==> src/logic/usfb_pkg.sv <==
// Package of register offsets, field positions and timing constants for the serial core.
package usfb_pkg;
    localparam logic [11:0] OFS_DATA = 12'h000;
    localparam logic [11:0] OFS_STATUS = 12'h004;
    localparam logic [11:0] OFS_FLAGS = 12'h018;
    localparam logic [11:0] OFS_DIV_INT = 12'h024;
    localparam logic [11:0] OFS_DIV_FRAC = 12'h028;
    localparam logic [11:0] OFS_LINE = 12'h02C;
    localparam int LC_BRK = 0;
    localparam int LC_PEN = 1;
    localparam int LC_EPS = 2;
    localparam int LC_TWO_STOP_SEL = 3;
    localparam int LC_FEN = 4;
    localparam int LC_WORD_LENGTH_LO = 5;
    localparam int LC_SPS = 7;
    localparam int FL_BUSY = 3;
    localparam int FL_RX_EMPTY_FLAG = 4;
    localparam int FL_TX_FULL_FLAG = 5;
    localparam int FL_RX_FULL_FLAG = 6;
    localparam int FL_TX_EMPTY_FLAG = 7;
    localparam int ERR_FE = 0;
    localparam int ERR_PE = 1;
    localparam int ERR_BE = 2;
    localparam int ERR_OE = 3;
    localparam logic [7:0] LINE_RESET = 8'h00;
    localparam logic [15:0] DIV_INT_RESET = 16'h0000;
    localparam logic [5:0] DIV_FRAC_RESET = 6'h00;
    localparam logic [3:0] OVS_LAST = 4'hF;
    localparam logic [3:0] OVS_MID = 4'h7;
endpackage

==> src/logic/usfb_core.sv <==
// Serial transceiver core: data port, error status, flags, baud divisor and line control.
`timescale 1ns/1ps
`default_nettype none
module usfb_core #(
    parameter int FIFO_DEPTH = 16
) (
    // Clock and reset.
    input wire logic i_clk_sys,
    input wire logic i_rst,
    // Register port.
    input wire logic i_reg_wr,
    input wire logic i_reg_rd,
    input wire logic [11:0] i_reg_addr,
    input wire logic [31:0] i_reg_wdata,
    output logic [31:0] o_reg_rdata,
    // Serial line.
    input wire logic i_rxd,
    output logic o_txd
);
    import usfb_pkg::*;
    localparam int AW = $clog2(FIFO_DEPTH);

    logic [7:0] line_ctrl;
    logic [15:0] div_int_reg;
    logic [5:0] div_frac_reg;
    logic [15:0] div_int_act;
    logic [5:0] div_frac_act;
    logic div_pending;
    logic [3:0] rx_status;
    logic [7:0] tx_mem [FIFO_DEPTH];
    logic [11:0] rx_mem [FIFO_DEPTH];
    logic [AW:0] tx_cnt, rx_cnt;
    logic [AW-1:0] tx_rd, tx_wr, rx_rd, rx_wr;
    logic fen;
    logic [AW:0] cap;
    logic tx_full, rx_full;
    logic wr_data, rd_data, wr_line;
    logic tx_pop, rx_push;
    logic [11:0] rx_push_word;
    logic tick;
    logic rx_s1, rx_s2;
    logic [2:0] nbits;
    logic [2:0] pad_shift;

    assign fen = line_ctrl[LC_FEN];
    assign cap = fen ? (AW+1)'(FIFO_DEPTH) : (AW+1)'(1);
    assign tx_full = (tx_cnt == cap);
    assign rx_full = (rx_cnt == cap);
    assign wr_data = i_reg_wr && (i_reg_addr == OFS_DATA);
    assign rd_data = i_reg_rd && (i_reg_addr == OFS_DATA);
    assign wr_line = i_reg_wr && (i_reg_addr == OFS_LINE);
    assign nbits = 3'(5 + line_ctrl[LC_WORD_LENGTH_LO +: 2]);
    // An eight-bit word wraps nbits to zero, so this right alignment shift is zero as well.
    assign pad_shift = 3'd0 - nbits;

    // Registers written by software.
    always_ff @(posedge i_clk_sys)
    begin
        if (i_rst)
        begin
            line_ctrl <= LINE_RESET;
            div_int_reg <= DIV_INT_RESET;
            div_frac_reg <= DIV_FRAC_RESET;
        end
        else if (i_reg_wr)
        begin
            if (i_reg_addr == OFS_LINE)
                line_ctrl <= i_reg_wdata[7:0];
            if (i_reg_addr == OFS_DIV_INT)
                div_int_reg <= i_reg_wdata[15:0];
            if (i_reg_addr == OFS_DIV_FRAC)
                div_frac_reg <= i_reg_wdata[5:0];
        end
    end

    // Divisor staging; the live copy changes only between characters.
    logic tx_active, rx_active;
    always_ff @(posedge i_clk_sys)
    begin
        if (i_rst)
        begin
            div_int_act <= DIV_INT_RESET;
            div_frac_act <= DIV_FRAC_RESET;
            div_pending <= 1'b0;
        end
        else
        begin
            if (wr_line)
                div_pending <= 1'b1;
            if (div_pending && !tx_active && !rx_active && !wr_line)
            begin
                div_int_act <= div_int_reg;
                div_frac_act <= div_frac_reg;
                div_pending <= 1'b0;
            end
        end
    end

    // Fractional tick generator: period is divisor plus frac/64 clocks; a zero divisor ticks every clock.
    logic [15:0] tk_cnt;
    logic [5:0] tk_acc;
    logic [6:0] acc_sum;
    assign acc_sum = {1'b0, tk_acc} + {1'b0, div_frac_act};
    always_ff @(posedge i_clk_sys)
    begin
        if (i_rst)
        begin
            tk_cnt <= 16'h0000;
            tk_acc <= 6'h00;
            tick <= 1'b0;
        end
        else if (div_int_act == 16'h0000)
            tick <= 1'b1;
        else if (tk_cnt == 16'h0000)
        begin
            tick <= 1'b1;
            tk_acc <= acc_sum[5:0];
            tk_cnt <= div_int_act - 16'h0001 + {15'h0000, acc_sum[6]};
        end
        else
        begin
            tick <= 1'b0;
            tk_cnt <= tk_cnt - 16'h0001;
        end
    end

    // Transmit FIFO.
    always_ff @(posedge i_clk_sys)
    begin
        if (i_rst)
        begin
            tx_cnt <= '0;
            tx_rd <= '0;
            tx_wr <= '0;
        end
        else
        begin
            if (wr_data && !tx_full)
            begin
                tx_mem[tx_wr] <= i_reg_wdata[7:0];
                tx_wr <= (fen && int'(tx_wr) != FIFO_DEPTH-1) ? tx_wr + 1'b1 : '0;
            end
            if (tx_pop)
                tx_rd <= (fen && int'(tx_rd) != FIFO_DEPTH-1) ? tx_rd + 1'b1 : '0;
            tx_cnt <= tx_cnt + (AW+1)'(wr_data && !tx_full) - (AW+1)'(tx_pop);
        end
    end

    // Transmitter: a two-entry skid stage sits between FIFO and shifter.
    logic [7:0] sk_data [2];
    logic [1:0] sk_cnt;
    logic sk_head;
    logic sk_ready;
    logic sh_take;
    assign sk_ready = (sk_cnt != 2'd2);
    assign tx_pop = (tx_cnt != '0) && sk_ready;
    always_ff @(posedge i_clk_sys)
    begin
        if (i_rst)
        begin
            sk_cnt <= 2'd0;
            sk_head <= 1'b0;
        end
        else
        begin
            if (tx_pop)
                // The free slot follows the stored entry even when the shifter takes one.
                sk_data[sk_head ^ (sk_cnt != 2'd0)] <= tx_mem[tx_rd];
            if (sh_take)
                sk_head <= ~sk_head;
            sk_cnt <= sk_cnt + 2'(tx_pop) - 2'(sh_take);
        end
    end

    typedef enum logic [2:0] {TX_IDLE, TX_START, TX_DATA, TX_PAR, TX_STOP} usfb_tx_t;
    usfb_tx_t tx_st;
    logic [7:0] tx_sh;
    logic [3:0] tx_ovs;
    logic [2:0] tx_bit;
    logic tx_par;
    logic tx_stop2;
    assign tx_active = (tx_st != TX_IDLE);
    assign sh_take = (tx_st == TX_IDLE) && (sk_cnt != 2'd0) && !line_ctrl[LC_BRK];
    always_ff @(posedge i_clk_sys)
    begin
        if (i_rst)
        begin
            tx_st <= TX_IDLE;
            o_txd <= 1'b1;
            tx_sh <= 8'h00;
            tx_ovs <= 4'h0;
            tx_bit <= 3'd0;
            tx_par <= 1'b0;
            tx_stop2 <= 1'b0;
        end
        else
        begin
            unique case (tx_st)
                TX_IDLE:
                begin
                    o_txd <= ~line_ctrl[LC_BRK];
                    tx_ovs <= 4'h0;
                    if (sh_take)
                    begin
                        tx_sh <= sk_data[sk_head];
                        tx_par <= ^(sk_data[sk_head] & (8'hFF >> pad_shift)) ^ ~line_ctrl[LC_EPS];
                        tx_st <= TX_START;
                        o_txd <= 1'b0;
                    end
                end
                TX_START:
                    if (tick)
                    begin
                        tx_ovs <= tx_ovs + 4'h1;
                        if (tx_ovs == OVS_LAST)
                        begin
                            tx_st <= TX_DATA;
                            tx_bit <= 3'd0;
                            o_txd <= tx_sh[0];
                        end
                    end
                TX_DATA:
                    if (tick)
                    begin
                        tx_ovs <= tx_ovs + 4'h1;
                        if (tx_ovs == OVS_LAST)
                        begin
                            tx_sh <= {1'b0, tx_sh[7:1]};
                            tx_bit <= tx_bit + 3'd1;
                            if (tx_bit == nbits - 3'd1)
                            begin
                                tx_st <= line_ctrl[LC_PEN] ? TX_PAR : TX_STOP;
                                o_txd <= !line_ctrl[LC_PEN] ? 1'b1 :
                                    line_ctrl[LC_SPS] ? ~line_ctrl[LC_EPS] : tx_par;
                                tx_stop2 <= line_ctrl[LC_TWO_STOP_SEL];
                            end
                            else
                                o_txd <= tx_sh[1];
                        end
                    end
                TX_PAR:
                    if (tick)
                    begin
                        tx_ovs <= tx_ovs + 4'h1;
                        if (tx_ovs == OVS_LAST)
                        begin
                            tx_st <= TX_STOP;
                            o_txd <= 1'b1;
                        end
                    end
                TX_STOP:
                    if (tick)
                    begin
                        tx_ovs <= tx_ovs + 4'h1;
                        if (tx_ovs == OVS_LAST)
                        begin
                            if (tx_stop2)
                                tx_stop2 <= 1'b0;
                            else
                                tx_st <= TX_IDLE;
                        end
                    end
            endcase
        end
    end

    // Receiver.
    always_ff @(posedge i_clk_sys)
    begin
        if (i_rst)
        begin
            rx_s1 <= 1'b1;
            rx_s2 <= 1'b1;
        end
        else
        begin
            rx_s1 <= i_rxd;
            rx_s2 <= rx_s1;
        end
    end

    typedef enum logic [2:0] {RX_IDLE, RX_START, RX_DATA, RX_PAR, RX_STOP, RX_WAIT} usfb_rx_t;
    usfb_rx_t rx_st;
    logic [7:0] rx_sh;
    logic [3:0] rx_ovs;
    logic [2:0] rx_bit;
    logic rx_perr;
    logic rx_allzero;
    logic overrun_evt;
    always_ff @(posedge i_clk_sys)
    begin
        if (i_rst)
        begin
            rx_st <= RX_IDLE;
            rx_sh <= 8'h00;
            rx_ovs <= 4'h0;
            rx_bit <= 3'd0;
            rx_perr <= 1'b0;
            rx_allzero <= 1'b1;
            rx_push <= 1'b0;
            rx_push_word <= 12'h000;
        end
        else
        begin
            rx_push <= 1'b0;
            if (rx_st != RX_IDLE && rx_st != RX_WAIT && tick)
                rx_ovs <= rx_ovs + 4'h1;
            unique case (rx_st)
                RX_IDLE:
                    if (!rx_s2)
                    begin
                        rx_st <= RX_START;
                        rx_ovs <= 4'h0;
                        rx_allzero <= 1'b1;
                        rx_perr <= 1'b0;
                    end
                RX_START:
                    if (tick && rx_ovs == OVS_MID)
                    begin
                        rx_ovs <= 4'h0;
                        rx_bit <= 3'd0;
                        rx_st <= rx_s2 ? RX_IDLE : RX_DATA;
                    end
                RX_DATA:
                    if (tick && rx_ovs == OVS_LAST)
                    begin
                        rx_sh <= {rx_s2, rx_sh[7:1]};
                        rx_allzero <= rx_allzero & ~rx_s2;
                        rx_bit <= rx_bit + 3'd1;
                        if (rx_bit == nbits - 3'd1)
                            rx_st <= line_ctrl[LC_PEN] ? RX_PAR : RX_STOP;
                    end
                RX_PAR:
                    if (tick && rx_ovs == OVS_LAST)
                    begin
                        rx_allzero <= rx_allzero & ~rx_s2;
                        if (line_ctrl[LC_SPS])
                            rx_perr <= rx_s2 ^ ~line_ctrl[LC_EPS];
                        else
                            rx_perr <= ^(rx_sh >> pad_shift) ^ rx_s2
                                ^ ~line_ctrl[LC_EPS];
                        rx_st <= RX_STOP;
                    end
                RX_STOP:
                    if (tick && rx_ovs == OVS_LAST)
                    begin
                        rx_push <= 1'b1;
                        if (rx_allzero && !rx_s2)
                        begin
                            rx_push_word <= 12'h400;
                            rx_st <= RX_WAIT;
                        end
                        else
                        begin
                            rx_push_word <= {2'b00, rx_perr, ~rx_s2,
                                rx_sh >> pad_shift};
                            rx_st <= rx_s2 ? RX_IDLE : RX_WAIT;
                        end
                    end
                RX_WAIT:
                    if (rx_s2)
                        rx_st <= RX_IDLE;
                default:
                    rx_st <= RX_IDLE;
            endcase
        end
    end
    assign rx_active = (rx_st != RX_IDLE) && (rx_st != RX_WAIT);

    // Receive FIFO.
    logic rx_pop;
    assign rx_pop = rd_data && (rx_cnt != '0);
    assign overrun_evt = rx_push && rx_full && !rx_pop;
    always_ff @(posedge i_clk_sys)
    begin
        if (i_rst)
        begin
            rx_cnt <= '0;
            rx_rd <= '0;
            rx_wr <= '0;
        end
        else
        begin
            if (rx_push && !overrun_evt)
            begin
                rx_mem[rx_wr] <= rx_push_word;
                rx_wr <= (fen && int'(rx_wr) != FIFO_DEPTH-1) ? rx_wr + 1'b1 : '0;
            end
            if (rx_pop)
                rx_rd <= (fen && int'(rx_rd) != FIFO_DEPTH-1) ? rx_rd + 1'b1 : '0;
            rx_cnt <= rx_cnt + (AW+1)'(rx_push && !overrun_evt) - (AW+1)'(rx_pop);
        end
    end

    // Error status and read data.
    always_ff @(posedge i_clk_sys)
    begin
        if (i_rst)
            rx_status <= 4'h0;
        else
        begin
            if (rx_pop)
                rx_status[2:0] <= rx_mem[rx_rd][10:8];
            if (i_reg_wr && i_reg_addr == OFS_STATUS)
                rx_status <= 4'h0;
            if (overrun_evt)
                rx_status[ERR_OE] <= 1'b1;
        end
    end

    always_ff @(posedge i_clk_sys)
    begin
        if (i_rst)
            o_reg_rdata <= 32'h0000_0000;
        else if (i_reg_rd)
        begin
            unique case (i_reg_addr)
                OFS_DATA:
                    o_reg_rdata <= (rx_cnt != '0) ?
                        {20'h00000, rx_status[ERR_OE], rx_mem[rx_rd][10:0]} : 32'h0;
                OFS_STATUS:
                    o_reg_rdata <= {28'h0000000, rx_status};
                OFS_FLAGS:
                    o_reg_rdata <= {24'h000000, tx_cnt == '0, rx_full, tx_full,
                        rx_cnt == '0,
                        (tx_cnt != '0) || (sk_cnt != 2'd0) || tx_active, 3'b000};
                OFS_DIV_INT:
                    o_reg_rdata <= {16'h0000, div_int_reg};
                OFS_DIV_FRAC:
                    o_reg_rdata <= {26'h0000000, div_frac_reg};
                OFS_LINE:
                    o_reg_rdata <= {24'h000000, line_ctrl};
                default:
                    o_reg_rdata <= 32'h0000_0000;
            endcase
        end
    end

    overrun_keep_a: assert property (@(posedge i_clk_sys) disable iff (i_rst)
        overrun_evt |=> rx_status[ERR_OE] && rx_cnt == $past(rx_cnt))
        else $error("overrun changed fifo");
    err_clear_a: assert property (@(posedge i_clk_sys) disable iff (i_rst)
        (i_reg_wr && i_reg_addr == OFS_STATUS && !overrun_evt) |=> rx_status == 4'h0)
        else $error("error clear failed");
    send_brk_a: assert property (@(posedge i_clk_sys) disable iff (i_rst)
        (line_ctrl[LC_BRK] && tx_st == TX_IDLE) [*2] |-> !o_txd)
        else $error("break not driven");
    hold_depth_a: assert property (@(posedge i_clk_sys) disable iff (i_rst)
        !fen |-> tx_cnt <= 1 && rx_cnt <= 1)
        else $error("holding register overfilled");
    div_hold_a: assert property (@(posedge i_clk_sys) disable iff (i_rst)
        (tx_active || rx_active) |=> $stable(div_int_act) && $stable(div_frac_act))
        else $error("divisor changed inside a character");
    stop_level_a: assert property (@(posedge i_clk_sys) disable iff (i_rst)
        tx_st == TX_STOP |-> o_txd)
        else $error("stop bit not high");
endmodule
`default_nettype wire

==> config.mk <==
export PLATFORM = sky130hd
export DESIGN_NAME = usfb_core
export DESIGN_NICKNAME = d
export VERILOG_FILES = /design/src/logic/usfb_pkg.sv /design/src/logic/usfb_core.sv
export SDC_FILE = /design/constraint.sdc
export NUM_CORES = 1
export LEC_CHECK = 0
export BUFFER_PORTS_ARGS = -buffer_cell sky130_fd_sc_hd__clkbuf_2
export CAP_MARGIN = 20
export CORE_MARGIN = 2
export CORE_UTILIZATION = 35
export DETAILED_ROUTE_END_ITERATION = 8
export GPL_TIMING_DRIVEN = 0
export PLACE_DENSITY_LB_ADDON = 0.1
export SKIP_LAST_GASP = 1
export SLEW_MARGIN = 20
export SYNTH_ARGS = -nofsm -noshare
export SYNTH_HDL_FRONTEND = slang
export SYNTH_SLANG_ARGS = --single-unit
export TNS_END_PERCENT = 5
==> constraint.sdc <==
create_clock -name i_clk_sys -period 6 [get_ports i_clk_sys]
set_clock_uncertainty 0.2 [all_clocks]
set_input_delay 1.2 -clock i_clk_sys [delete_from_list [all_inputs] [get_ports i_clk_sys]]
set_output_delay 1.2 -clock i_clk_sys [all_outputs]
set_load 0.05 [all_outputs]
## Word level (Yosys, flattened, before mapping)

Memory sizes are Yosys's and may differ from the RTL's. A register that Yosys moved wholly into a read port is not among the register bits.
Cells that the tools add are included.

- Bits in registers: 197
- Word-level logic and storage cells: 296
- Memories kept: 3
- Bits in writable memories: 336
- Input port bits: 49

Memories:

| memory | words | bits a word | rd ports | clocked after Yosys merged registers in | write ports | line | text |
|---|---|---|---|---|---|---|---|
| rx_mem | 16 | 12 | 1 | 1 | 1 | usfb_core.sv:31 | `logic [11:0] rx_mem [FIFO_DEPTH];` |
| tx_mem | 16 | 8 | 1 | 1 | 1 | usfb_core.sv:30 | `logic [7:0] tx_mem [FIFO_DEPTH];` |
| sk_data | 2 | 8 | 1 | 1 | 1 | usfb_core.sv:150 | `logic [7:0] sk_data [2];` |

- Bitwise gates (word level): 13
- Shifts and indexed selects: 2
- Reduce and logical (&&, ||, !) cells: 77
- Add/subtract/negate cells: 21
- Equal/unequal tests: 47
- Mux-type cells: 96

Operators by type and width:

| kind | count |
|---|---|
| $pmux 16 s6 | 1 |
| $mux 3 | 28 |
| $mux 4 | 13 |
| $ne 2x2->1 const B | 19 |
| $eq 12x6->1 const B | 3 |
| $mux 1 | 35 |
| $logic_not 16->1 | 2 |
| $sub 16x1->16 const B | 2 |
| $add 4x1->4 const B | 6 |
| $logic_and 1x1->1 | 24 |
| $mux 8 | 3 |
| $pmux 3 s6 | 1 |
| $add 16x1->16 | 1 |
| $mux 16 | 1 |
| $ne 4x1->1 const B | 4 |
| $pmux 4 s2 | 2 |
| $pmux 8 s2 | 1 |
| $reduce_bool 2->1 | 8 |
| $reduce_xor 8->1 | 2 |
| $pmux 3 s5 | 1 |
| $reduce_and 2->1 | 7 |
| $reduce_and 7->1 | 2 |
| $eq 12x3->1 const B | 1 |
| $eq 12x5->1 const B | 1 |
| other kinds (46) | 88 |

## Logic depth before layout (Yosys ltp)

- Word-level depth: 10
- Gate-level depth with buffers: 16

## Least setup slack after synthesis

Ideal clock, no wire load.

- Path kind: in2reg
- From: input port i_reg_addr[4]
- To: register rx_cnt[4]
- Library setup time: 0.070 ns
- Slack: 1.222 ns
- Stages: 14
- Arrival time: 4.507 ns
- Cell sequence: or3_1 buf_2 or4_4 or4_4 a21bo_1 buf_6 ha_1 inv_1 ha_1 fa_1 a21oi_1 nor2_1 or3_1 a21oi_1

- Cells in the longest elaborated chain, start to end: 9

RTL lines:

| what | line | text |
|---|---|---|
| from (decl) | usfb_core.sv:13 | `input wire logic [11:0] i_reg_addr,` |
| $logic_not 12->1 (*) | usfb_core.sv:50 | `assign rd_data = i_reg_rd && (i_reg_addr == OFS_DATA);` |
| $logic_and 1x1->1 (*) | usfb_core.sv:50 |  |
| $logic_and 1x1->1 (*) | usfb_core.sv:372 | `assign rx_pop = rd_data && (rx_cnt != '0);` |
| $logic_not 1->1 | usfb_core.sv:373 | `assign overrun_evt = rx_push && rx_full && !rx_pop;` |
| $logic_and 1x1->1 | usfb_core.sv:373 |  |
| $logic_not 1->1 | usfb_core.sv:391 | `rx_cnt <= rx_cnt + (AW+1)'(rx_push && !overrun_evt) - (AW+1)'(rx_pop);` |
| $logic_and 1x1->1 | usfb_core.sv:391 |  |
| $add 5x1->5 | usfb_core.sv:391 |  |
| $sub 5x1->5 (*) | usfb_core.sv:391 |  |
| to (signal assigned) | usfb_core.sv:391 |  |
| to (decl) | usfb_core.sv:32 | `logic [AW:0] tx_cnt, rx_cnt;` |

Every way passes the cells marked *; elsewhere a longest branch is shown, timed or not.
A chain may end at the register's enable or synchronous reset.

## Worst setup path in the final report

- From: input port i_reg_addr[4]
- To: register rx_cnt[4]

- Cells in the longest elaborated chain, start to end: 9

RTL lines:

| what | line | text |
|---|---|---|
| $logic_not 12->1 (*) | usfb_core.sv:50 |  |
| $logic_and 1x1->1 (*) | usfb_core.sv:50 |  |
| $logic_and 1x1->1 (*) | usfb_core.sv:372 |  |
| named net rx_pop | usfb_core.sv:371 | `logic rx_pop;` |
| $logic_not 1->1 | usfb_core.sv:373 |  |
| $logic_and 1x1->1 | usfb_core.sv:373 |  |
| $logic_not 1->1 | usfb_core.sv:391 |  |
| $logic_and 1x1->1 | usfb_core.sv:391 |  |
| $add 5x1->5 | usfb_core.sv:391 |  |
| $sub 5x1->5 (*) | usfb_core.sv:391 |  |

The timed path passes the listed nets; every way through them passes the cells marked *.

==> reports/qor.csv <==
metric;value;unit
status;complete, no violations;
ios;82;
htreeDepth;2;
synthMuxAreaShare;0.120;
fmax;217;MHz
async_flop_share;0;
ys_seq_elements;509;
reg_top3;rx_mem x176, tx_mem x128;
critPathMaxFanout;10;
holdBufCountCts;0;
rsz0062_at_grt;false;
crit_path_start_kind;input port;
dieHeight;254;um
final_cell_mix;320 x edfxtp_1, 189 x dfxtp_1, 167 x nand2_1, 157 x nor2_1, 128 x a21oi_1;
first_global_vias;13900;
fillCellCount;5868;
clkLatencyLatePin;0.61;ns
grt_use_total;0.186;
cts_buffers;55;
clock-sinks;509;
synthAdderAreaFrac;0.0257;
clock-root-buffer;clkbuf_16;
netlist_area;21800;um2
setup_viol;0;
io_buffers;45;
leakagePower;0.00847;uW
design.core.area;61700;um2
hold_viol_final;0;
place_congestion;0.848;
die_w;254;um
cts_tree;built;
grt_pass1_wl;88500;um
cts.clk_slew.worst_paths;0.06;ns
die_area;64300;um2
cts_resized;0;
ir_drop;0.196;mV
cts_max_path_buffers;3;
crit_arrival;4.93;ns
via_count;14000;
min_period_over_period;0.769;
crit_required;6.32;ns
syn_avg_cell_area;12.8;um2
largest_reg_flops;176;
min_period;4.61;ns
synthFlopType;edfxtp_1;
path_class;input port to flop;
grt_max_degree;20;
setup_ws;1.39;ns
fin_cells;2704;
ys_types;72;
synth_seq_area_share;0.614;
placed_cells;2602;
fin_nets;1915;
antenna_left;0;
first_iter_violations;887;
drive_above_1_share;0.154;
antenna_found_initial;0;
wl_per_cell;21.8;um
synth_top_family_by_area;multiplexers;
min_path_type;flop to flop;
post_drt_via_cell_ratio;5.19;
cts_setup_buffers;0;
ys_warn_count;0;
powerDensity;322;nW/um2
worst_pin_slew;1.05;ns
synthCells;1703;
dr.pass1.iters;5;
slew_viol_final;0;
initial_core_util;0.354;
synth_compound_area_frac;0.0775;
fin_setup_tns;0;ns
row_count;91;
synth_edf_count;320;
grt_overflow;0;
fin_total_pwr;8080;uW
worstSetupEndpointType;flop;
drc;0;
max_slew_margin;0.297;
mostFrequentLayoutCell;edfxtp_1;
top_register;rx_mem;
place_hpwl;41100;um
post-place-ws;0.798;ns
syn_to_final_growth;14.9;%
cap_violations;0;
wirelength;59000;um
synthSimpleGateAreaFrac;0.113;
synthXorXnorAreaFrac;0.0199;
==> cells by family after synthesis <==
logic type / Yosys count
AO/OA/AOI/OAI: 272
XOR/XNOR: 48
AND/OR/NAND/NOR: 531
flip-flops: 509
other: 1
multiplexers: 145
adder cells (fa/ha/maj): 43
buffers and inverters: 154
==> area by class of cell <==
cell class,count,area [um2],area share
Antenna cell,1,2.50,0.0000998
Buffer,109,484,0.0193
Clock buffer,66,1450,0.0580
Clock inverter,34,362,0.0144
Inverter,45,169,0.00674
Multi-Input combinational cell,1055,7900,0.315
Sequential cell,509,13400,0.534
Tap cell,837,1050,0.0418
Timing Repair Buffer,48,256,0.0102
==> report_power, final <==
part,leakage (uW),switching (uW),internal [uW]
logic,0.00312,502,286
registers,0.00445,55.2,3790
clock network,0.000897,1420,2020
total,0.00847,1980,6100
==> metal layers <==
layer / GRT usage / vias to the layer above / share of wire
met5: 0 / - / 0
met4: 0.0555 / 0 / 0.027
met3: 0.0348 / 81 / 0.044
met2: 0.308 / 285 / 0.48
met1: 0.249 / 7105 / 0.45
li1: - / 6560 / -
==> critical path, cell delays in order <==
cell,delay [ns]
clkbuf_2,0.11
or3_1,0.39
buf_2,0.19
or4_4,0.45
or4_4,0.57
clkbuf_1,0.26
inv_1,0.25
ha_1,0.18
inv_1,0.04
ha_1,0.20
fa_1,0.40
a21oi_1,0.16
nor2_1,0.07
or3_1,0.34
a21oi_1,0.14
==> synth_stat cells, types with 3 or more instances <==
cell	n	area [um2]
edfxtp_1	320	9610
dfxtp_1	189	3780
nor2_1	173	649
nand2_1	167	627
a21oi_1	128	641
mux4_2	93	2090
clkbuf_1	75	282
mux2i_1	46	460
nand3_1	46	230
inv_1	43	161
ha_1	40	500
o21ai_0	36	180
xnor2_1	31	272
nor3_1	24	120
a22oi_1	18	135
nor2b_1	18	113
or3_1	17	106
buf_4	16	120
xor2_1	16	140
a221oi_1	14	123
a211oi_1	12	90.1
and2_1	12	75.1
buf_1	11	41.3
nand3b_1	11	82.6
nand4_1	11	68.8
a31oi_1	9	56.3
nor4_1	9	56.3
nand2b_1	8	50.1
a22o_1	7	61.3
and3_1	7	43.8
nor3b_1	7	52.6
a21o_1	6	45.0
buf_2	6	30.0
mux2_2	6	67.6
a32oi_1	5	43.8
o21bai_1	4	30.0
o2bb2ai_1	4	35.0
or2_2	4	25.0
a2bb2oi_1	3	26.3
and4b_1	3	30.0
fa_1	3	60.1
o22ai_1	3	18.8
o31ai_1	3	22.5
or4_1	3	22.5
==> path summary, 6_finish.rpt <==
path | start | to | slack, ns | cells after the start
worst max-delay path | i_reg_addr[4] | rx_cnt[4] | 1.39 | 15
worst min-delay path | rx_s1 | rx_s2 | 0.23 | 1
worst max register to register | line_ctrl[5] | tx_st[0] | 1.66 | 13
worst min register to register | rx_s1 | rx_s2 | 0.23 | 1
==> metrics by stage <==
| stage | util | hold WS (ns) | area, um2 |
|---|---|---|---|
| finish | 0.406 | 0.232 | 25100 |
| global route | 0.406 | 0.260 | 25100 |
| CTS | 0.406 | 0.240 | 25000 |
| detailed placement | 0.376 | 0.210 | 23200 |
| global placement | 0.375 | 0.201 | 23100 |
| floorplan | - | 0.189 | 21900 |
Power figures use the tool's default switching activity.
